`src/rtl/tcc_pkg.sv`:
```
// Constants, register map and field layout of the timer channel capture core.
// Assumes a 200 MHz pclk and a 32-bit APB register port with 8-bit addresses.
package tcc_pkg;

  localparam int unsigned CLK_HZ      = 200_000_000;
  localparam int unsigned SLOW_HZ     = 32_768;
  localparam int unsigned SLOW_DIV    = CLK_HZ / SLOW_HZ;
  localparam int unsigned TICK_DIV_W  = 7;

  // Register byte offsets.
  localparam logic [7:0] OFS_CMD      = 8'h00;
  localparam logic [7:0] OFS_SETUP    = 8'h04;
  localparam logic [7:0] OFS_COUNT    = 8'h08;
  localparam logic [7:0] OFS_CAP_A    = 8'h0c;
  localparam logic [7:0] OFS_CAP_B    = 8'h10;
  localparam logic [7:0] OFS_CMP_C    = 8'h14;
  localparam logic [7:0] OFS_NEXT     = 8'h18;
  localparam logic [7:0] OFS_FLAGS    = 8'h1c;
  localparam logic [7:0] OFS_BLK_CMD  = 8'h20;
  localparam logic [7:0] OFS_ROUTING  = 8'h24;

  // channel_command bits.
  localparam int unsigned CMD_CLK_EN  = 0;
  localparam int unsigned CMD_CLK_DIS = 1;
  localparam int unsigned CMD_KICK    = 2;
  // block_command bits.
  localparam int unsigned BLK_SYNC    = 0;

  // channel_setup fields.
  localparam int unsigned SET_SRC     = 0;   // 3 bits
  localparam int unsigned SET_INV     = 3;
  localparam int unsigned SET_BURST   = 4;   // 2 bits
  localparam int unsigned SET_STOP_B  = 6;
  localparam int unsigned SET_DIS_B   = 7;
  localparam int unsigned SET_TRG_EDG = 8;   // 2 bits
  localparam int unsigned SET_TRG_B   = 10;
  localparam int unsigned SET_EVT_SRC = 11;  // 2 bits
  localparam int unsigned SET_EVT_EN  = 13;
  localparam int unsigned SET_C_RST   = 14;
  localparam int unsigned SET_MODE    = 15;
  localparam int unsigned SET_LD_A    = 16;  // 2 bits
  localparam int unsigned SET_LD_B    = 18;  // 2 bits
  localparam int unsigned SET_DECIM   = 20;  // 3 bits
  localparam int unsigned SET_STOP_C  = 24;
  localparam int unsigned SET_DIS_C   = 25;
  localparam logic [31:0] SET_MASK    = 32'h037fffff;

  // channel_flags bits.
  localparam int unsigned FLG_OVF     = 0;
  localparam int unsigned FLG_OVR     = 1;
  localparam int unsigned FLG_CLK_EN  = 16;

  localparam logic [31:0] RST_WORD    = 32'h00000000;
  localparam logic [5:0]  RST_ROUTING = 6'h00;
  localparam logic [15:0] WRAP_LOW    = 16'hffff;
  localparam logic [2:0]  SRC_EXT0    = 3'h5;

  typedef enum logic [1:0] {
    TCC_EDGE_NONE = 2'b00,
    TCC_EDGE_RISE = 2'b01,
    TCC_EDGE_FALL = 2'b10,
    TCC_EDGE_BOTH = 2'b11
  } tcc_edge_e;

endpackage : tcc_pkg

```
`src/rtl/tcc_pins_if.sv`:
```
// Carrier for synchronised pin levels and their one-cycle edge pulses.
// Assumes one pclk domain on both sides.
`timescale 1ns/10ps
`default_nettype none
interface tcc_pins_if #(parameter int unsigned W = 7);
  logic [W-1:0] lvl;
  logic [W-1:0] rise;
  logic [W-1:0] fall;
  modport src (output lvl, rise, fall);
  modport dst (input lvl, rise, fall);
endinterface : tcc_pins_if
`default_nettype wire

```
`src/rtl/tcc_sync.sv`:
```
// Two-flop synchroniser with edge detection for asynchronous pins.
// Assumes each pin level is held longer than one pclk period.
`timescale 1ns/10ps
`default_nettype none
module tcc_sync #(
  parameter int unsigned W = 7
) (
  input  wire logic         pclk,
  input  wire logic         presetn,
  input  wire logic [W-1:0] raw,
  tcc_pins_if.src           pins
);
  logic [W-1:0] meta_q;
  logic [W-1:0] lvl_q;
  logic [W-1:0] old_q;

  // The first stage feeds only the second stage.
  always_ff @(posedge pclk or negedge presetn) begin
    if (!presetn) begin
      meta_q <= '0;
      lvl_q  <= '0;
      old_q  <= '0;
    end else begin
      meta_q <= raw;
      lvl_q  <= meta_q;
      old_q  <= lvl_q;
    end
  end

  assign pins.lvl  = lvl_q;
  assign pins.rise = lvl_q & ~old_q;
  assign pins.fall = ~lvl_q & old_q;
endmodule : tcc_sync
`default_nettype wire

```
`src/rtl/tcc_ticks.sv`:
```
// Internal tick sources: one-cycle pulses at pclk/2, /8, /32, /128 and a slow rate.
// Assumes a free-running pclk; the slow divider is shortened in simulation.
`timescale 1ns/10ps
`default_nettype none
module tcc_ticks
  import tcc_pkg::*;
#(
  parameter int unsigned SLOW_CYC = SLOW_DIV
) (
  input  wire logic       pclk,
  input  wire logic       presetn,
  output logic      [4:0] tick
);
  localparam int unsigned SW = $clog2(SLOW_CYC + 1);
  localparam logic [SW-1:0] SLOW_LAST = SW'(SLOW_CYC - 1);

  logic [TICK_DIV_W-1:0] div_q;
  logic [SW-1:0]         slow_q;

  always_ff @(posedge pclk or negedge presetn) begin
    if (!presetn) begin
      div_q  <= '0;
      slow_q <= '0;
      tick   <= '0;
    end else begin
      div_q    <= div_q + 1'b1;
      slow_q   <= (slow_q == SLOW_LAST) ? '0 : slow_q + 1'b1;
      tick[0]  <= &div_q[0:0];
      tick[1]  <= &div_q[2:0];
      tick[2]  <= &div_q[4:0];
      tick[3]  <= &div_q[6:0];
      tick[4]  <= (slow_q == SLOW_LAST);
    end
  end
endmodule : tcc_ticks
`default_nettype wire

```
`src/rtl/tcc_top.sv`:
```
// One timer channel core: counter, clock selection and control, triggers and capture A/B.
// Assumes an APB master on pclk and asynchronous clock and line pins from outside.
//
// How it works
// - a 32-bit counter adds one on each selected clock edge.
// - the low 16 bits passing 0xFFFF to 0x0000 set the count overflow flag.
// - a trigger zeroes the counter at the next valid selected clock edge.
// - each external clock input routes from its outside pin or a peer line A.
// - clock source picks one of five internal ticks or three external clocks.
// - clock invert counts on the falling edges of the selected external clock.
// - burst gating passes clock edges only while a chosen external clock is high.
// - enable and disable commands, B-load or C-match disable; disabled ignores start/stop.
// - the flags register shows whether the counter clock is enabled.
// - any trigger starts the clock; B-load or C-match may stop it when enabled.
// - mode bit picks capture or generator; generator drives line A, maybe line B.
// - the soft kick command bit triggers the channel.
// - the block sync command triggers the channel like a soft kick.
// - with C-match restart set, counter equal to compare C triggers.
// - external trigger from line A/B in capture, or gated event in generator.
// - capture A and B load on line A edges, decimated by 1 to 16.
// - A loads only if unloaded since trigger or B loaded after it.
// - B loads only if A loaded since trigger or B's last load.
// - reloading an unread capture overwrites it and sets the overrun flag.
// - next-unread register returns A/B in load order; each load requests DMA.
`timescale 1ns/10ps
`default_nettype none
module tcc_top
  import tcc_pkg::*;
#(
  parameter int unsigned SLOW_CYC = tcc_pkg::SLOW_DIV
) (
  input  wire logic        pclk,
  input  wire logic        presetn,
  input  wire logic        psel,
  input  wire logic        penable,
  input  wire logic        pwrite,
  input  wire logic [7:0]  paddr,
  input  wire logic [31:0] pwdata,
  output logic      [31:0] prdata,
  output logic             pready,
  output logic             pslverr,
  input  wire logic [2:0]  outside_clock_pin,
  input  wire logic [1:0]  peer_line_a,
  input  wire logic        line_a_pin_i,
  output logic             line_a_pin_o,
  output logic             line_a_pin_oe_n,
  input  wire logic        line_b_pin_i,
  output logic             line_b_pin_o,
  output logic             line_b_pin_oe_n,
  output logic             dma_req
);
  import tcc_pkg::*;

  function automatic logic edge_hit(input logic [1:0] kind, input logic r, input logic f);
    edge_hit = (kind[0] & r) | (kind[1] & f);
  endfunction : edge_hit

  // Sync vector: [2:0] outside clocks, [4:3] peer line A, [5] line A, [6] line B.
  tcc_pins_if #(.W(7)) pins ();
  tcc_sync #(.W(7)) u_sync (
    .pclk    (pclk),
    .presetn (presetn),
    .raw     ({line_b_pin_i, line_a_pin_i, peer_line_a, outside_clock_pin}),
    .pins    (pins)
  );

  logic [4:0] tick;
  tcc_ticks #(.SLOW_CYC(SLOW_CYC)) u_ticks (
    .pclk    (pclk),
    .presetn (presetn),
    .tick    (tick)
  );

  logic [31:0] setup_q;
  logic [31:0] cmp_c_q;
  logic [5:0]  routing_q;
  logic [31:0] count_q;
  logic [31:0] cap_a_q;
  logic [31:0] cap_b_q;
  logic        en_q;
  logic        run_q;
  logic        trig_pend_q;
  logic        ovf_q;
  logic        ovr_q;
  logic        a_armed_q;
  logic        a_unread_q;
  logic        b_unread_q;
  logic        a_newer_q;
  logic        c_eq_q;
  logic [3:0]  decim_q;
  logic        drive_q;

  // APB: one wait state. Writes land at the pready edge, but clear-on-read effects happen
  // at the edge that registers prdata, so an event between snapshot and clear is not lost.
  logic acc;
  logic wr;
  logic rd;
  assign acc = psel & penable & pready;
  assign wr  = acc & pwrite;
  assign rd  = psel & penable & ~pready & ~pwrite;

  logic gen_mode;
  logic [2:0] src;
  logic [1:0] burst;
  assign gen_mode = setup_q[SET_MODE];
  assign src      = setup_q[SET_SRC +: 3];
  assign burst    = setup_q[SET_BURST +: 2];

  // Routing of the three external clock inputs.
  logic [2:0] xc_lvl;
  logic [2:0] xc_rise;
  logic [2:0] xc_fall;
  always_comb begin
    for (int i = 0; i < 3; i++) begin
      unique case (routing_q[2*i +: 2])
        2'b00: begin
          xc_lvl[i]  = pins.lvl[i];
          xc_rise[i] = pins.rise[i];
          xc_fall[i] = pins.fall[i];
        end
        2'b01: begin
          xc_lvl[i]  = 1'b0;
          xc_rise[i] = 1'b0;
          xc_fall[i] = 1'b0;
        end
        2'b10: begin
          xc_lvl[i]  = pins.lvl[3];
          xc_rise[i] = pins.rise[3];
          xc_fall[i] = pins.fall[3];
        end
        2'b11: begin
          xc_lvl[i]  = pins.lvl[4];
          xc_rise[i] = pins.rise[4];
          xc_fall[i] = pins.fall[4];
        end
      endcase
    end
  end

  // Counter clock edge: selection, inversion and burst gating.
  logic sel_edge;
  logic gate;
  logic cnt_edge;
  logic [1:0] xsel;
  assign xsel = 2'(src - SRC_EXT0);
  always_comb begin
    if (src < SRC_EXT0) begin
      sel_edge = tick[src];
    end else if (xsel > 2'd2) begin
      sel_edge = 1'b0;
    end else if (setup_q[SET_INV]) begin
      sel_edge = xc_fall[xsel];
    end else begin
      sel_edge = xc_rise[xsel];
    end
  end
  assign gate     = (burst == 2'b00) ? 1'b1 : xc_lvl[burst - 2'd1];
  assign cnt_edge = sel_edge & gate;

  // Compare C event on the cycle the counter first equals compare C.
  logic c_hit;
  assign c_hit = (count_q == cmp_c_q) & ~c_eq_q;

  // Trigger sources.
  logic kick;
  logic sync;
  logic ext_trg;
  logic c_trg;
  logic trig;
  logic [1:0] trg_edg;
  logic [1:0] evt_src;
  logic evt_r;
  logic evt_f;
  assign kick    = wr & (paddr == OFS_CMD) & pwdata[CMD_KICK];
  assign sync    = wr & (paddr == OFS_BLK_CMD) & pwdata[BLK_SYNC];
  assign c_trg   = c_hit & setup_q[SET_C_RST];
  assign trg_edg = setup_q[SET_TRG_EDG +: 2];
  assign evt_src = setup_q[SET_EVT_SRC +: 2];
  always_comb begin
    if (!gen_mode) begin
      evt_r = setup_q[SET_TRG_B] ? pins.rise[6] : pins.rise[5];
      evt_f = setup_q[SET_TRG_B] ? pins.fall[6] : pins.fall[5];
    end else if (evt_src == 2'b00) begin
      evt_r = pins.rise[6];
      evt_f = pins.fall[6];
    end else begin
      evt_r = xc_rise[evt_src - 2'd1];
      evt_f = xc_fall[evt_src - 2'd1];
    end
  end
  assign ext_trg = edge_hit(trg_edg, evt_r, evt_f) & (~gen_mode | setup_q[SET_EVT_EN]);
  assign trig    = kick | sync | c_trg | ext_trg;

  // Capture selection on line A with decimation.
  logic ld_a_sel;
  logic ld_b_sel;
  logic cap_evt;
  logic dec_fire;
  logic [3:0] dec_last;
  logic load_a;
  logic load_b;
  assign ld_a_sel = edge_hit(setup_q[SET_LD_A +: 2], pins.rise[5], pins.fall[5]);
  assign ld_b_sel = edge_hit(setup_q[SET_LD_B +: 2], pins.rise[5], pins.fall[5]);
  assign cap_evt  = ~gen_mode & (ld_a_sel | ld_b_sel);
  assign dec_last = 4'((5'd1 << setup_q[SET_DECIM +: 3]) - 5'd1);
  assign dec_fire = cap_evt & (decim_q >= dec_last);
  assign load_a   = dec_fire & ld_a_sel & ~a_armed_q;
  assign load_b   = dec_fire & ld_b_sel & a_armed_q & ~load_a;

  // Stop and disable events.
  logic stop_evt;
  logic dis_evt;
  assign stop_evt = (load_b & setup_q[SET_STOP_B]) | (gen_mode & c_hit & setup_q[SET_STOP_C]);
  assign dis_evt  = (wr & (paddr == OFS_CMD) & pwdata[CMD_CLK_DIS])
                  | (load_b & setup_q[SET_DIS_B])
                  | (gen_mode & c_hit & setup_q[SET_DIS_C]);

  // Next unread capture: the older of the unread values.
  logic next_is_a;
  assign next_is_a = a_unread_q & ~(b_unread_q & a_newer_q);

  always_ff @(posedge pclk or negedge presetn) begin
    if (!presetn) begin
      setup_q   <= RST_WORD;
      cmp_c_q   <= RST_WORD;
      routing_q <= RST_ROUTING;
    end else if (wr) begin
      if (paddr == OFS_SETUP) setup_q <= pwdata & SET_MASK;
      if (paddr == OFS_CMP_C) cmp_c_q <= pwdata;
      if (paddr == OFS_ROUTING) routing_q <= pwdata[5:0];
    end
  end

  // Clock enable and start/stop; disable wins over a simultaneous enable.
  always_ff @(posedge pclk or negedge presetn) begin
    if (!presetn) begin
      en_q  <= 1'b0;
      run_q <= 1'b0;
    end else if (dis_evt) begin
      en_q  <= 1'b0;
      run_q <= 1'b0;
    end else begin
      if (wr && paddr == OFS_CMD && pwdata[CMD_CLK_EN]) en_q <= 1'b1;
      if (en_q && trig) run_q <= 1'b1;
      else if (en_q && stop_evt) run_q <= 1'b0;
    end
  end

  // Counter; a pending trigger zeroes it at the next gated clock edge.
  always_ff @(posedge pclk or negedge presetn) begin
    if (!presetn) begin
      count_q     <= RST_WORD;
      trig_pend_q <= 1'b0;
      c_eq_q      <= 1'b0;
    end else begin
      c_eq_q <= (count_q == cmp_c_q);
      if (cnt_edge && trig_pend_q) begin
        count_q     <= RST_WORD;
        trig_pend_q <= trig;
      end else begin
        if (trig) trig_pend_q <= 1'b1;
        if (cnt_edge && en_q && run_q) count_q <= count_q + 32'h00000001;
      end
    end
  end

  // Sticky flags: an event in the clearing read's cycle stays set.
  logic flags_rd;
  logic wrap;
  assign flags_rd = rd & (paddr == OFS_FLAGS);
  assign wrap     = cnt_edge & en_q & run_q & ~trig_pend_q & (count_q[15:0] == WRAP_LOW);
  always_ff @(posedge pclk or negedge presetn) begin
    if (!presetn) begin
      ovf_q <= 1'b0;
      ovr_q <= 1'b0;
    end else begin
      ovf_q <= wrap | (ovf_q & ~flags_rd);
      ovr_q <= (load_a & a_unread_q) | (load_b & b_unread_q) | (ovr_q & ~flags_rd);
    end
  end

  // Capture loads, order tracking and unread state.
  logic rd_a;
  logic rd_b;
  assign rd_a = rd & ((paddr == OFS_CAP_A) | ((paddr == OFS_NEXT) & next_is_a));
  assign rd_b = rd & ((paddr == OFS_CAP_B) | ((paddr == OFS_NEXT) & ~next_is_a));
  always_ff @(posedge pclk or negedge presetn) begin
    if (!presetn) begin
      cap_a_q    <= RST_WORD;
      cap_b_q    <= RST_WORD;
      a_armed_q  <= 1'b0;
      a_unread_q <= 1'b0;
      b_unread_q <= 1'b0;
      a_newer_q  <= 1'b0;
      decim_q    <= 4'h0;
      dma_req    <= 1'b0;
    end else begin
      dma_req <= load_a | load_b;
      if (cap_evt) decim_q <= dec_fire ? 4'h0 : decim_q + 4'h1;
      if (load_a) begin
        cap_a_q   <= count_q;
        a_armed_q <= 1'b1;
        a_newer_q <= 1'b1;
      end else if (load_b) begin
        cap_b_q   <= count_q;
        a_armed_q <= 1'b0;
        a_newer_q <= 1'b0;
      end else if (trig) begin
        a_armed_q <= 1'b0;
      end
      a_unread_q <= load_a | (a_unread_q & ~rd_a);
      b_unread_q <= load_b | (b_unread_q & ~rd_b);
    end
  end

  // Line pins: generator drives line A, and line B unless it is the event input.
  always_ff @(posedge pclk or negedge presetn) begin
    if (!presetn) begin
      line_a_pin_oe_n <= 1'b1;
      line_b_pin_oe_n <= 1'b1;
      drive_q         <= 1'b0;
    end else begin
      line_a_pin_oe_n <= ~gen_mode;
      line_b_pin_oe_n <= ~(gen_mode & (evt_src != 2'b00));
      drive_q         <= 1'b0;
    end
  end
  assign line_a_pin_o = drive_q;
  assign line_b_pin_o = drive_q;

  // Read mux and APB answer.
  logic [31:0] rdata;
  logic        hit;
  always_comb begin
    rdata = '0;
    hit   = 1'b1;
    unique case (paddr)
      OFS_CMD, OFS_BLK_CMD: rdata = '0;
      OFS_SETUP:   rdata = setup_q;
      OFS_COUNT:   rdata = count_q;
      OFS_CAP_A:   rdata = cap_a_q;
      OFS_CAP_B:   rdata = cap_b_q;
      OFS_CMP_C:   rdata = cmp_c_q;
      OFS_NEXT:    rdata = next_is_a ? cap_a_q : cap_b_q;
      OFS_ROUTING: rdata = {26'h0, routing_q};
      OFS_FLAGS: begin
        rdata[FLG_OVF]    = ovf_q;
        rdata[FLG_OVR]    = ovr_q;
        rdata[FLG_CLK_EN] = en_q;
      end
      default: hit = 1'b0;
    endcase
  end

  always_ff @(posedge pclk or negedge presetn) begin
    if (!presetn) begin
      pready  <= 1'b0;
      pslverr <= 1'b0;
      prdata  <= '0;
    end else begin
      pready  <= psel & penable & ~pready;
      pslverr <= psel & penable & ~pready & ~hit;
      prdata  <= (psel & penable & ~pready & ~pwrite) ? rdata : '0;
    end
  end

endmodule : tcc_top
`default_nettype wire

```
`config.mk`:
```
export PLATFORM = sky130hd
export DESIGN_NAME = tcc_top
export DESIGN_NICKNAME = d
export VERILOG_FILES = /design/src/rtl/tcc_pkg.sv /design/src/rtl/tcc_pins_if.sv /design/src/rtl/tcc_sync.sv /design/src/rtl/tcc_ticks.sv /design/src/rtl/tcc_top.sv
export SDC_FILE = /design/constraint.sdc
export NUM_CORES = 1
export LEC_CHECK = 0
export ABC_AREA = 1
export BUFFER_PORTS_ARGS = -buffer_cell sky130_fd_sc_hd__buf_2
export CELL_PAD_IN_SITES_DETAIL_PLACEMENT = 2
export CELL_PAD_IN_SITES_GLOBAL_PLACEMENT = 2
export CORE_ASPECT_RATIO = 1.1
export CORE_MARGIN = 2
export CORE_UTILIZATION = 36
export DETAILED_ROUTE_END_ITERATION = 10
export GPL_TIMING_DRIVEN = 0
export PLACE_DENSITY_LB_ADDON = 0.1
export SLEW_MARGIN = 0
export SYNTH_ARGS = -nofsm -noshare
export SYNTH_HDL_FRONTEND = slang
export SYNTH_SLANG_ARGS = --single-unit
```
`constraint.sdc`:
```
create_clock -name pclk -period 2.72 [get_ports pclk]
set_clock_uncertainty 0.2 [all_clocks]
set_input_delay 0.816 -clock pclk [delete_from_list [all_inputs] [get_ports pclk]]
set_output_delay 0.816 -clock pclk [all_outputs]
set_load 0.02 [all_outputs]
```
* Yosys cells after proc, flatten, opt, wreduce, memory -nomap -nowiden
Cells that the tools add are included.
** Cells by class
- $add $sub $neg :: 8
- $mul :: 0
- Div/mod/pow operators :: 0
- Order comparisons :: 7
- Eq/ne operators :: 21
- Shift-type cells :: 1
- Multiplexer cells :: 54
- Bitwise gates (word level) :: 88
- Reductions and logical operators :: 28
** Operators by type and width (number)
- 32-bit 2-to-1 mux :: 4
- 14-bit case mux with 7 select lines :: 1
- 15-bit case mux with 6 select lines :: 1
- 1-bit AND :: 51
- 1-bit case mux with 4 select lines :: 9
- 32-bit by 1-bit adder with 32-bit output, second input constant :: 1
- 32-bit == test :: 1
- 8-bit by 5-bit == test with 1-bit output, second input constant :: 4
- 1-bit 2-to-1 mux :: 29
- 1-bit OR :: 19
- 16-bit == test, second input constant :: 1
- 8-bit by 4-bit == test with 1-bit output, second input constant :: 2
- 8-bit by 6-bit == test with 1-bit output, second input constant :: 2
- 2-bit case mux with 8 select lines :: 1
- 7-bit AND :: 2
- 1-bit NOT :: 14
- 7-bit NOT :: 2
- 13-bit by 1-bit adder with 13-bit output, second input constant :: 1
- 13-bit == test, second input constant :: 1
- 13-bit 2-to-1 mux :: 1
- 2-bit == test, second input constant :: 6
- 1-bit binary-select mux with 2-bit select :: 5
- 2-bit zero test :: 5
- 2-bit nonzero test :: 5
- 23 further kinds :: 39
** Word-level totals
- Flip-flop bits (word level) :: 256
- Latch bits :: 0
- RAM bits :: 0
- Bits in read-only memories :: 0
- Memories kept :: 0

* Depth between registers and ports, before layout
Gate-level depths: netlist of the first run.
- Depth in word-level cells :: 17
- Depth in mapped cells :: 15

* Hierarchy
A second synthesis of the first run with hierarchy kept.
** Unflattened totals
- Cells, all modules :: 1630
- Area total of the unflattened synthesis :: 12756.0 um^2
** By module, submodules not included
- tcc_top :: times used 1, cells each 1450, area each 10969.3 um^2
- tcc_ticks :: times used 1, cells each 131, area each 1156.1 um^2
- tcc_sync :: times used 1, cells each 49, area each 630.6 um^2

* Least setup slack after synthesis of the first run
Ideal clock, no wire load.
- Path kind :: input port to flip-flop
- From :: input port paddr[7]
- To :: register prdata[13]
- Setup time :: 0.063 ns
- Data arrival time :: 2.089 ns
- Path slack :: 0.368 ns
- Cell stages on the path :: 12
- Buffers on the path :: 1
- Cells stage by stage :: nor2_1 > nand2_1 > nor2_1 > nand2_1 > nand3_1 > nor2_1 > nand2_1 > nand2_1 > o21ai_2 > buf_2 > nand2_1 > inv_1
** On the way
- Longest elaborated chain between the ends :: 3
- Elaborated cells on any way between the ends :: 9
- Those cells by class :: 7 x eq/ne; 2 x mux
** RTL lines
- start, declared :: line tcc_top.sv:37 : input wire logic [7:0] paddr,
- 8-bit by 6-bit == test with 1-bit output (tied with other cells) :: line tcc_top.sv:337 : unique case (paddr)
- 14-bit case mux with 7 select lines * :: line tcc_top.sv:337
- 32-bit 2-to-1 mux * :: line tcc_top.sv:363 : prdata <= (psel & penable & ~pready & ~pwrite) ? rdata : '0;
- end signal, assigned :: line tcc_top.sv:363
- end, declared :: line tcc_top.sv:39 : output logic [31:0] prdata,
Every way passes the cells marked *; elsewhere a longest branch is shown, timed or not.
A chain may end at the register's enable or synchronous reset.

* Final worst setup path of the first run
- From :: register u_sync.lvl_q[5] (netlist: u_sync.pins.lvl[5])
- To :: register cap_a_q[30]
** On the way
- Longest elaborated chain between the ends :: 9
- Elaborated cells on any way between the ends :: 14
- Those cells by class :: 14 x bitwise
** RTL lines
- start, declared :: line tcc_sync.sv:14 : logic [W-1:0] lvl_q;
- start signal, assigned :: line tcc_sync.sv:25 : lvl_q <= meta_q;
- 7-bit NOT :: line tcc_sync.sv:32 : assign pins.fall = ~lvl_q & old_q;
- 7-bit AND :: line tcc_sync.sv:32
- 1-bit AND :: line tcc_top.sv:55 : edge_hit = (kind[0] & r) | (kind[1] & f);
- 1-bit OR :: line tcc_top.sv:55
- 1-bit OR :: line tcc_top.sv:204 : assign cap_evt = ~gen_mode & (ld_a_sel | ld_b_sel);
- 1-bit AND :: line tcc_top.sv:204
- 1-bit AND :: line tcc_top.sv:206 : assign dec_fire = cap_evt & (decim_q >= dec_last);
- 1-bit AND * (2 in series) :: line tcc_top.sv:207 : assign load_a = dec_fire & ld_a_sel & ~a_armed_q;
- end signal, assigned :: line tcc_top.sv:301 : cap_a_q <= count_q;
- end, declared :: line tcc_top.sv:78 : logic [31:0] cap_a_q;
Marked as above.

==> run summary, run 1 <==
Final Critical Period -> 2.63 ns
DIE HEIGHT -> 204 microns
Largest net degree at the start of global routing -> 110
R2R depth -> 12
Cells after Synth -> 1677
H-Tree Depth -> 1
CP Capture Type -> flip-flop
DRC -> 0
Slew HR -> 0.431
Grt ovf -> 0
Global-route wire length before repair -> 82200 microns
Final Hold Slack -> 0.143 ns
CTS Buf Count -> 31
Type of the worst min-delay path -> reg -> reg
Ys async rst share -> 1.00
Routed via count -> 12300
Clock latency on the worst-skew pair -> 0.58 ns
Status -> finished clean
GP Congestion -> 0.891
Predominant post-synthesis flop cell -> dfrtp_1
Overall routing resource usage -> 0.293
Worst Max-Slew Pin Slew -> 0.847 ns
Antenna diodes -> 0
CP Max Fanout -> 10
DP HPWL -> 40000 microns
Mean Syn Cell Area -> 7.77 sq um
Most common cell after layout, fill and taps aside -> nand2_1
Post-route non-filler standard cell count -> 2313
I/O pins -> 91
Sequential cell area fraction in the yosys report -> 0.492
Via/cell ratio -> 5.33
Final ANT Viol Nets -> 0
Hold path cells -> 0
Critical path type -> reg -> reg
Mapped Area -> 13000 sq um
Fmax -> 380 MHz
Drt first pass iters -> 5
CTS tree -> built
Final setup vio count -> 0
Vias in the first global route -> 13600
Detailed Route WL -> 53800 microns
Startpoint types -> flip-flop
Unrepaired setup endpoints after global routing -> false
Ys Warns -> 0
Final Hold Viols -> 0
PwrDens -> 569 nW/um^2
Synth Register Bits -> 256
Max Slew Vio Count -> 0
Most frequent cells in the layout -> nand2_1, dfrtp_1, inv_1, buf_2, nor2_1
Port Buffers -> 88
Clock transition at path regs -> 0.06 ns
Crit path DAT -> 2.88 ns
Total chip power -> 8.79 mW
Worst IR Drop VDD -> 0.000447 V
CP required -> 2.97 ns
Initial antenna violation count -> 1
Clock sink count -> 256
Distinct cells, synth -> 47
Core area -> 35900 sq um
Number of synthesized flops with an enable pin -> 0
Fraction of layout cells with a size suffix above 1 -> 0.126
Die ar. -> 37700 sq um
WL per Instance -> 23.3 microns
Root Driver -> clkbuf_16
Post-route clock period utilization -> 0.967
FP Rows -> 73
Fillers -> 4163
Initial DRC count -> 702
Placed Cells -> 2255
Total leakage power -> 7.58 nW
Max_cap viols -> 0
Area growth, synth to finish -> 18.6%
Die X-Extent -> 185 microns
Maximum root-to-sink buffer count -> 3
Initial core utilization -> 0.363
Nets -> 1868
[registers in the layout, summed over array words and instances, names as in the netlist, 4 cells and up]
register / cells
cap_a_q: 32
cap_b_q: 32
cmp_c_q: 32
count_q: 32
decim_q: 4
prdata: 32
routing_q: 6
setup_q: 25
u_sync.meta_q: 7
u_sync.old_q: 7
u_sync.pins.lvl: 7
u_ticks.div_q: 7
u_ticks.slow_q: 13
u_ticks.tick: 5
[critical path, cell delays in order (launching register included)]
cell and delay, ns:
dfrtp_1 0.42, inv_1 0.10, or2_4 0.27, o21ai_1 0.20
inv_1 0.12, a21oi_4 0.29, nand2_4 0.11, clkinv_2 0.15
nand3_4 0.12, buf_6 0.19, buf_6 0.18, nand2_1 0.08
o21ai_1 0.07
[routing by layer]
metal / wire length, microns / vias to the layer above / track usage
met5: 13 / - / 0
met4: 2330 / 2 / 0.127
met3: 2120 / 108 / 0.0416
met2: 26200 / 284 / 0.497
met1: 23100 / 6321 / 0.370
li1: - / 5617 / -
[power breakdown]
group / internal [mW] / switching (mW)
clock: 2.97 / 1.73
sequential: 3.83 / 0.0198
combinational: 0.0668 / 0.171
[worst paths after layout]
path                                    start                  to  slack, ns
max in group asynchronous             presetn     u_ticks.tick[0]       0.88
hold reg to reg              u_sync.meta_q[2]  u_sync.pins.lvl[2]       0.14
setup reg to reg           u_sync.pins.lvl[5]         cap_a_q[30]       0.09
setup / recovery           u_sync.pins.lvl[5]         cap_a_q[30]       0.09
min in group asynchronous             presetn          decim_q[1]       0.52
hold / removal               u_sync.meta_q[2]  u_sync.pins.lvl[2]       0.14
[what timing repair did]
| action | in CTS | in global routing |
|---|---|---|
| setup endpoints to repair | 107 | 88 |
| endpoints found under the hold margin | 39 | 0 |
| setup buffers | 3 | 1 |
| pin swaps | 2 | 2 |
| hold buffers | 1 | 0 |
| resized for setup | 24 | 26 |
[metrics by stage]
step / setup TNS (ns) / area (sq um) / setup WS (ns) / util
final: 0 / 15500 / 0.0896 / 0.431
after global placement: -1165.54 / 14100 / -4.38 / 0.392
after CTS: 0 / 15400 / 0.0318 / 0.429
after global routing: 0 / 15500 / 0.00206 / 0.431
after detailed placement: -64.49 / 14200 / -0.997 / 0.394
after floorplan: 0 / 13000 / 0.368 / -
[layout make-up]
type                       count  area (sq um)  share of cell area
sequential                   256          6410               0.415
multi-input combinational   1126          5490               0.356
clock buffer                  47           956              0.0619
inverter                     226           853              0.0552
tap                          487           609              0.0394
timing repair buffer          95           558              0.0361
buffer                        66           368              0.0238
clock inverter                10           203              0.0131
[Yosys cell counts, types with 2 or more instances]
| cell | number | area [sq um] |
|---|---|---|
| o2111ai_1 | 7 | 61.3 |
| nand3b_1 | 4 | 30.0 |
| dfstp_2 | 2 | 52.6 |
| nand2_4 | 2 | 22.5 |
| o31ai_1 | 2 | 15.0 |
| ha_1 | 14 | 175 |
| a21oi_1 | 45 | 225 |
| o21ai_2 | 12 | 105 |
| nor4_1 | 6 | 37.5 |
| a211oi_1 | 2 | 15.0 |
| o22ai_1 | 18 | 113 |
| dfrtp_1 | 254 | 6360 |
| o21ai_0 | 96 | 480 |
| o211ai_1 | 4 | 30.0 |
| nand4_1 | 56 | 350 |
| buf_2 | 14 | 70.1 |
| xor2_1 | 35 | 307 |
| o21ai_1 | 32 | 160 |
| nand2_1 | 564 | 2120 |
| o21bai_1 | 2 | 15.0 |
| nor3b_1 | 3 | 22.5 |
| clkbuf_1 | 44 | 165 |
| a31oi_1 | 8 | 50.1 |
| buf_6 | 6 | 67.6 |
| buf_4 | 5 | 37.5 |
| inv_1 | 222 | 833 |
| xnor2_1 | 7 | 61.3 |
| a41oi_1 | 9 | 78.8 |
| a221oi_1 | 7 | 61.3 |
| clkinv_1 | 2 | 7.51 |
| a21oi_4 | 2 | 32.5 |
| nand3_1 | 54 | 270 |
| nor3_1 | 25 | 125 |
| nor2_1 | 99 | 372 |
[kinds of logic after synthesis]
kind of cell	synth area share
compound gates	0.114
xor+xnor	0.0282
fa+ha+maj	0.0134
buf+inv	0.0916
flops	0.492
other cells	0.000288
simple gates	0.260
No activity file was read; power rests on OpenSTA's default activity.
==> run 2: changes to the inputs <==
--- a/config.mk
+++ b/config.mk
@@ -15,6 +15,7 @@
 export DETAILED_ROUTE_END_ITERATION = 10
 export GPL_TIMING_DRIVEN = 0
 export PLACE_DENSITY_LB_ADDON = 0.1
+export REMOVE_ABC_BUFFERS = 1
 export SLEW_MARGIN = 0
 export SYNTH_ARGS = -nofsm -noshare
 export SYNTH_HDL_FRONTEND = slang
==> run 2 against run 1 <==
  * Register-to-register slack hardly changed
  * Highest routed layer is now met4
  * Critical endpoint is now prdata[18]
  * Fmax is 0.99% lower
  * Combinational power rose by 3%
  * Core utilization up 0.13 points
  * Via count fell by 2.1%
  * Sequential cell count unchanged
  * Largest cell class unchanged
  * First-iteration DRC count decreased by 19%
==> run summary, run 2 (synthesis results as in run 1) <==
Root Driver -> clkbuf_16 (unchanged)
Die ar. -> 37700 sq um (unchanged)
Crit-path cells -> buf_2 > nor2_1 > inv_1 > nor2_2 > nand2_4 > clkinvlp_2 > a221oi_1 > a21oi_1 (was inv_1 > or2_4 > o21ai_1 > inv_1 > a21oi_4 > nand2_4 > clkinv_2 > nand3_4 > buf_6 > buf_6 > nand2_1 > o21ai_1)
Slew HR -> 0.179 (was 0.431)
Global-route wire length before repair -> 76100 microns (was 82200 microns)
Vias in the first global route -> 13000 (was 13600)
Critical path type -> in -> reg (was reg -> reg)
Fmax -> 376 MHz (was 380 MHz)
Worst Max-Slew Pin Slew -> 1.22 ns (was 0.847 ns)
Fraction of layout cells with a size suffix above 1 -> 0.126 (about the same)
PwrDens -> 543 nW/um^2 (was 569 nW/um^2)
Final setup vio count -> 0 (unchanged)
Most frequent cells in the layout -> nand2_1, dfrtp_1, inv_1, nor2_1, o21ai_0 (was nand2_1, dfrtp_1, inv_1, buf_2, nor2_1)
Post-route non-filler standard cell count -> 2277 (was 2313)
Sw frac -> 0.232 (was 0.219)
Die X-Extent -> 185 microns (unchanged)
Startpoint types -> primary input (was flip-flop)
GP Congestion -> 0.878 (was 0.891)
Final ANT Viol Nets -> 0 (unchanged)
Type of the worst min-delay path -> in -> reg (was reg -> reg)
Most common cell after layout, fill and taps aside -> nand2_1 (unchanged)
Grt ovf -> 0 (unchanged)
DP HPWL -> 32900 microns (was 40000 microns)
Clock sink count -> 256 (unchanged)
Clock transition at path regs -> 0.06 ns (about the same)
Hold_sp -> outside_clock_pin[1] (was u_sync.meta_q[2])
R2R Setup Slk -> 0.10 ns (was 0.09 ns)
Top delay family on crit path -> buffers and inverters (unchanged)
Post-route clock period utilization -> 0.977 (was 0.967)
Placed Cells -> 2190 (was 2255)
Nets -> 1831 (was 1868)
CP Capture Type -> flip-flop (unchanged)
Overall routing resource usage -> 0.264 (was 0.293)
Final Hold Slack -> 0.131 ns (was 0.143 ns)
Initial core utilization -> 0.363 (unchanged)
Routed via count -> 12100 (was 12300)
Area growth, synth to finish -> 18.9% (was 18.6%)
CTS Buf Count -> 31 (unchanged)
Clock power share -> 0.513 (was 0.535)
Core area -> 35900 sq um (unchanged)
I/O pins -> 91 (unchanged)
Initial antenna violation count -> 0 (was 1)
Drt first pass iters -> 5 (unchanged)
DRC -> 0 (unchanged)
Via/cell ratio -> 5.30 (was 5.33)
Max Slew Vio Count -> 0 (unchanged)
Reg power frac -> 0.458 (was 0.438)
Clock latency on the worst-skew pair -> 0.60 ns (was 0.58 ns)
DIE HEIGHT -> 204 microns (unchanged)
H-Tree Depth -> 1 (unchanged)
Utilization after layout -> 0.432 (was 0.431)
Status -> finished clean (unchanged)
Final Critical Period -> 2.66 ns (was 2.63 ns)
Detailed Route WL -> 50200 microns (was 53800 microns)
Maximum root-to-sink buffer count -> 3 (unchanged)
Port Buffers -> 88 (unchanged)
WL per Instance -> 22.0 microns (was 23.3 microns)
Net switching power -> 1.95 mW (was 1.92 mW)
Largest net degree at the start of global routing -> 108 (was 110)
Slowest cell on crit path -> clkinvlp_2 (was dfrtp_1)
CP max stage delay -> 0.77 ns (was 0.42 ns)
Antenna diodes -> 0 (unchanged)
Internal power -> 6.47 mW (was 6.87 mW)
Worst r2r src -> count_q[6] (was u_sync.pins.lvl[5])
Setup TNS -> 0 ns (unchanged)
Total leakage power -> 7.53 nW (was 7.58 nW)
Crit path DAT -> 2.90 ns (was 2.88 ns)
Fillers -> 4085 (was 4163)
Unrepaired setup endpoints after global routing -> false (unchanged)
FP Rows -> 73 (unchanged)
Final Hold Viols -> 0 (unchanged)
CP required -> 2.96 ns (was 2.97 ns)
Worst IR Drop VDD -> 0.000533 V (was 0.000447 V)
Combinational Power Share -> 0.029 (was 0.027)
Initial DRC count -> 568 (was 702)
Critical path startpoint -> paddr[0] (was u_sync.pins.lvl[5])
Worst path bufs/invs -> 3 (was 5)
Max_cap viols -> 0 (unchanged)
CP Max Fanout -> 15 (was 10)
CTS tree -> built (unchanged)
## run 2: cell types whose count changed in the layout (fill, tap and decap cells not counted), moves of 8 or more
| cell | change |
|---|---|
| buf_12 | +10 |
| buf_2 | -13 |
| buf_6 | -8 |
| clkbuf_1 | -20 |
| clkbuf_2 | -14 |
## run 2: cell type report
class                           count  area, sq um  area share
Tap cell                          487          609      0.0393
Timing Repair Buffer              118          916      0.0591
Timing Repair inverter              1         5.00    0.000323
Multi-Input combinational cell   1131         5640       0.364
Clock buffer                       45          898      0.0580
Inverter                          226          873      0.0563
Sequential cell                   256         6410       0.414
Clock inverter                     13          150     0.00969
## run 2: final timing paths
path | cells past startpoint | end
min in group asynchronous | 2 | dma_req
min reg2reg | 0 | u_sync.pins.lvl[2]
max in group asynchronous | 3 | count_q[11]
max reg2reg | 11 | en_q
min | 1 | u_sync.meta_q[1]
max | 8 | prdata[18]
## run 2: power groups by stage
| stage | clock network [mW] | registers, mW | logic [mW] |
|---|---|---|---|
| detailed placement | 0 | 3.92 | 0.239 |
| global placement | 0 | 3.92 | 0.219 |
| finish | 4.32 | 3.85 | 0.246 |
| CTS | 4.39 | 3.85 | 0.249 |
| global route | 4.54 | 3.85 | 0.279 |
| floorplan | 0 | 3.92 | 0.0666 |
## run 2: metal layers
layer | track usage | share of wire | vias up | wire length (microns)
met2 | 0.467 | 0.51 | 211 | 25400
met4 | 0.0762 | 0.032 | 0 | 1600
li1 | - | - | 5555 | -
met1 | 0.335 | 0.43 | 6220 | 21300
met5 | 0 | 0 | - | 0
met3 | 0.0321 | 0.036 | 88 | 1790
## run 2: what timing repair did
| item | in CTS | in global routing |
|---|---|---|
| gates cloned | 2 | 4 |
| gates resized for setup | 25 | 15 |
| endpoints found under the hold margin | 51 | 0 |
| pin swaps | 8 | 3 |
| buffers inserted | 16 | 6 |
| endpoints found under the setup margin | 193 | 107 |
| hold buffers | 1 | 0 |
## run 2: metrics by stage
stage	area, sq um	power, mW	worst slack (ns)
6_report	15500	8.42	0.0632
5_1_grt	15500	8.67	0.00140
4_1_cts	15300	8.50	-0.0756
3_5_place_dp	14000	4.16	-2.18
3_3_place_gp	13700	4.14	-4.36
2_1_floorplan	12700	3.98	-0.581
==> run 3: changes to the inputs <==
--- a/config.mk
+++ b/config.mk
@@ -14,6 +14,7 @@
 export CORE_UTILIZATION = 36
 export DETAILED_ROUTE_END_ITERATION = 10
 export GPL_TIMING_DRIVEN = 0
+export MAX_ROUTING_LAYER = met4
 export PLACE_DENSITY_LB_ADDON = 0.1
 export REMOVE_ABC_BUFFERS = 1
 export SLEW_MARGIN = 0
==> run 3 against run 2 <==
  * Core utilization is 0.54 points higher
  * Non-clock buffer count rose by 4
  * Count of clock-buffer cells in the layout up 6
  * Fmax up 0.62%
  * Combinational power about the same
  * Register-to-register slack improved by 0.02 ns
  * Sequential power about the same
  * Die area did not move
  * Hold slack worse by 0.094 ns
  * Wire length increased by 0.95%
  * Power up 5.3%
  * Critical endpoint is now prdata[8]
  * Largest cell class unchanged
==> run summary, run 3 (synthesis results as in run 1) <==
Setup WS pre-CTS -> -2.07 ns (was -2.18 ns)
Fillers -> 4121 (was 4085)
Sw frac -> 0.224 (was 0.232)
Final Hold Viols -> 0 (unchanged)
Fmax -> 379 MHz (was 376 MHz)
Die X-Extent -> 185 microns (unchanged)
Final setup margin -> 0.0794 ns (was 0.0632 ns)
Initial core utilization -> 0.363 (unchanged)
Via/cell ratio -> 5.31 (was 5.30)
DIE HEIGHT -> 204 microns (unchanged)
Routed via count -> 12100 (about the same)
Global-route wire length before repair -> 77400 microns (was 76100 microns)
PwrDens -> 564 nW/um^2 (was 543 nW/um^2)
CTS tree -> built (unchanged)
Final ANT Viol Nets -> 0 (unchanged)
Total chip power -> 8.86 mW (was 8.42 mW)
Clock power share -> 0.537 (was 0.513)
GP Congestion -> 0.864 (was 0.878)
Slowest cell on crit path -> clkinvlp_2 (unchanged)
Crit-path cells -> buf_2 > nor2_1 > nand2_1 > nor2_4 > nand2_4 > clkinvlp_2 > a21oi_1 > nand3_1 > nand2_1 > inv_1 (was buf_2 > nor2_1 > inv_1 > nor2_2 > nand2_4 > clkinvlp_2 > a221oi_1 > a21oi_1)
Total leakage power -> 7.62 nW (was 7.53 nW)
Max Slew Vio Count -> 0 (unchanged)
Clock transition at path regs -> 0.06 ns (about the same)
Initial DRC count -> 545 (was 568)
Critical path type -> in -> reg (unchanged)
Reg power frac -> 0.435 (was 0.458)
Port Buffers -> 88 (unchanged)
Placed Cells -> 2190 (unchanged)
Final setup vio count -> 0 (unchanged)
Largest net degree at the start of global routing -> 107 (was 108)
Root Driver -> clkbuf_16 (unchanged)
WL per Instance -> 22.2 microns (was 22.0 microns)
Crit path DAT -> 2.87 ns (was 2.90 ns)
Combinational Power Share -> 0.028 (was 0.029)
Worst Max-Slew Pin Slew -> 1.17 ns (was 1.22 ns)
Maximum root-to-sink buffer count -> 3 (unchanged)
CP required -> 2.95 ns (was 2.96 ns)
Startpoint types -> primary input (unchanged)
Nets -> 1838 (was 1831)
Core area -> 35900 sq um (unchanged)
Vias in the first global route -> 13400 (was 13000)
CTS Buf Count -> 34 (was 31)
Worst IR Drop VDD -> 0.000406 V (was 0.000533 V)
Most frequent cells in the layout -> nand2_1, dfrtp_1, inv_1, o21ai_0, nor2_1 (was nand2_1, dfrtp_1, inv_1, nor2_1, o21ai_0)
Antenna diodes -> 0 (unchanged)
Drt first pass iters -> 4 (was 5)
Most common cell after layout, fill and taps aside -> nand2_1 (unchanged)
CP max stage delay -> 0.74 ns (was 0.77 ns)
DP HPWL -> 33300 microns (was 32900 microns)
Hold_buf cts -> 0 (was 1)
Die ar. -> 37700 sq um (unchanged)
Worst path bufs/invs -> 3 (unchanged)
Most used cell, CP -> nand2_1
Grt ovf -> 0 (unchanged)
H-Tree Depth -> 2 (was 1)
Internal power -> 6.88 mW (was 6.47 mW)
Fraction of layout cells with a size suffix above 1 -> 0.128 (was 0.126)
Top delay family on crit path -> buffers and inverters (unchanged)
Slew HR -> 0.215 (was 0.179)
FP Rows -> 73 (unchanged)
Area growth, synth to finish -> 20.4% (was 18.9%)
Overall routing resource usage -> 0.280 (was 0.264)
Clock sink count -> 256 (unchanged)
CP Max Fanout -> 15 (unchanged)
Post-route clock period utilization -> 0.971 (was 0.977)
Type of the worst min-delay path -> in -> async (was in -> reg)
I/O pins -> 91 (unchanged)
Initial antenna violation count -> 0 (unchanged)
Final Critical Period -> 2.64 ns (was 2.66 ns)
Detailed Route WL -> 50700 microns (was 50200 microns)
DRC -> 0 (unchanged)
Final Hold Slack -> 0.0366 ns (was 0.131 ns)
Net switching power -> 1.98 mW (was 1.95 mW)
Clock latency on the worst-skew pair -> 0.54 ns (was 0.60 ns)
Utilization after layout -> 0.437 (was 0.432)
CP Capture Type -> flip-flop (unchanged)
Post-route non-filler standard cell count -> 2284 (was 2277)
Max_cap viols -> 0 (unchanged)
Status -> finished clean (unchanged)
## run 3: area by class of cell
type / instances / area, sq um / share of cell area
clock buffers: 51 / 1060 / 0.0674
repair buffers: 122 / 951 / 0.0606
multi-input cells: 1131 / 5660 / 0.360
repair inverters: 1 / 5.00 / 0.000319
clock inverters: 10 / 134 / 0.00853
well taps: 487 / 609 / 0.0388
inverters: 226 / 870 / 0.0554
flip-flops and latches: 256 / 6410 / 0.409
## run 3: power groups by stage
| stage | sequential (mW) | combinational, mW | clock (mW) |
|---|---|---|---|
| after global routing | 3.86 | 0.280 | 5.02 |
| after floorplan | 3.92 | 0.0666 | 0 |
| after CTS | 3.85 | 0.250 | 4.87 |
| after detailed placement | 3.92 | 0.240 | 0 |
| final | 3.86 | 0.248 | 4.76 |
| after global placement | 3.92 | 0.219 | 0 |
## run 3: final timing paths
kind / start / to / slack (ns) / cells past startpoint
worst max-delay path: paddr[7] / prdata[8] / 0.08 / 10
worst min-delay path: presetn / decim_q[3] / 0.04 / 1
worst max register to register: u_sync.pins.lvl[5] / cap_a_q[18] / 0.12 / 10
worst min register to register: u_sync.meta_q[6] / u_sync.pins.lvl[6] / 0.14 / 0
max in group asynchronous: presetn / count_q[5] / 1.24 / 2
min in group pclk: u_sync.meta_q[6] / u_sync.pins.lvl[6] / 0.14 / 0
## run 3: timing repair
| item | CTS | global route |
|---|---|---|
| gates resized for setup | 22 | 12 |
| pin swaps | 6 | 4 |
| gates cloned | 4 | 2 |
| buffers inserted | 13 | 14 |
| setup endpoints to repair | 192 | 126 |
## run 3: stage by stage
step | setup TNS (ns) | area, sq um
finish | 0 | 15700
global route | -0.0225 | 15700
CTS | 0 | 15500
detailed placement | -168.95 | 14000
global placement | -1378.07 | 13700
floorplan | -32.62 | 12700
## run 3: routing by layer
| metal | track usage | routed length, microns |
|---|---|---|
| met5 | - | 0 |
| met4 | 0.103 | 1590 |
| met3 | 0.0339 | 1670 |
| met2 | 0.484 | 26300 |
| met1 | 0.333 | 21100 |
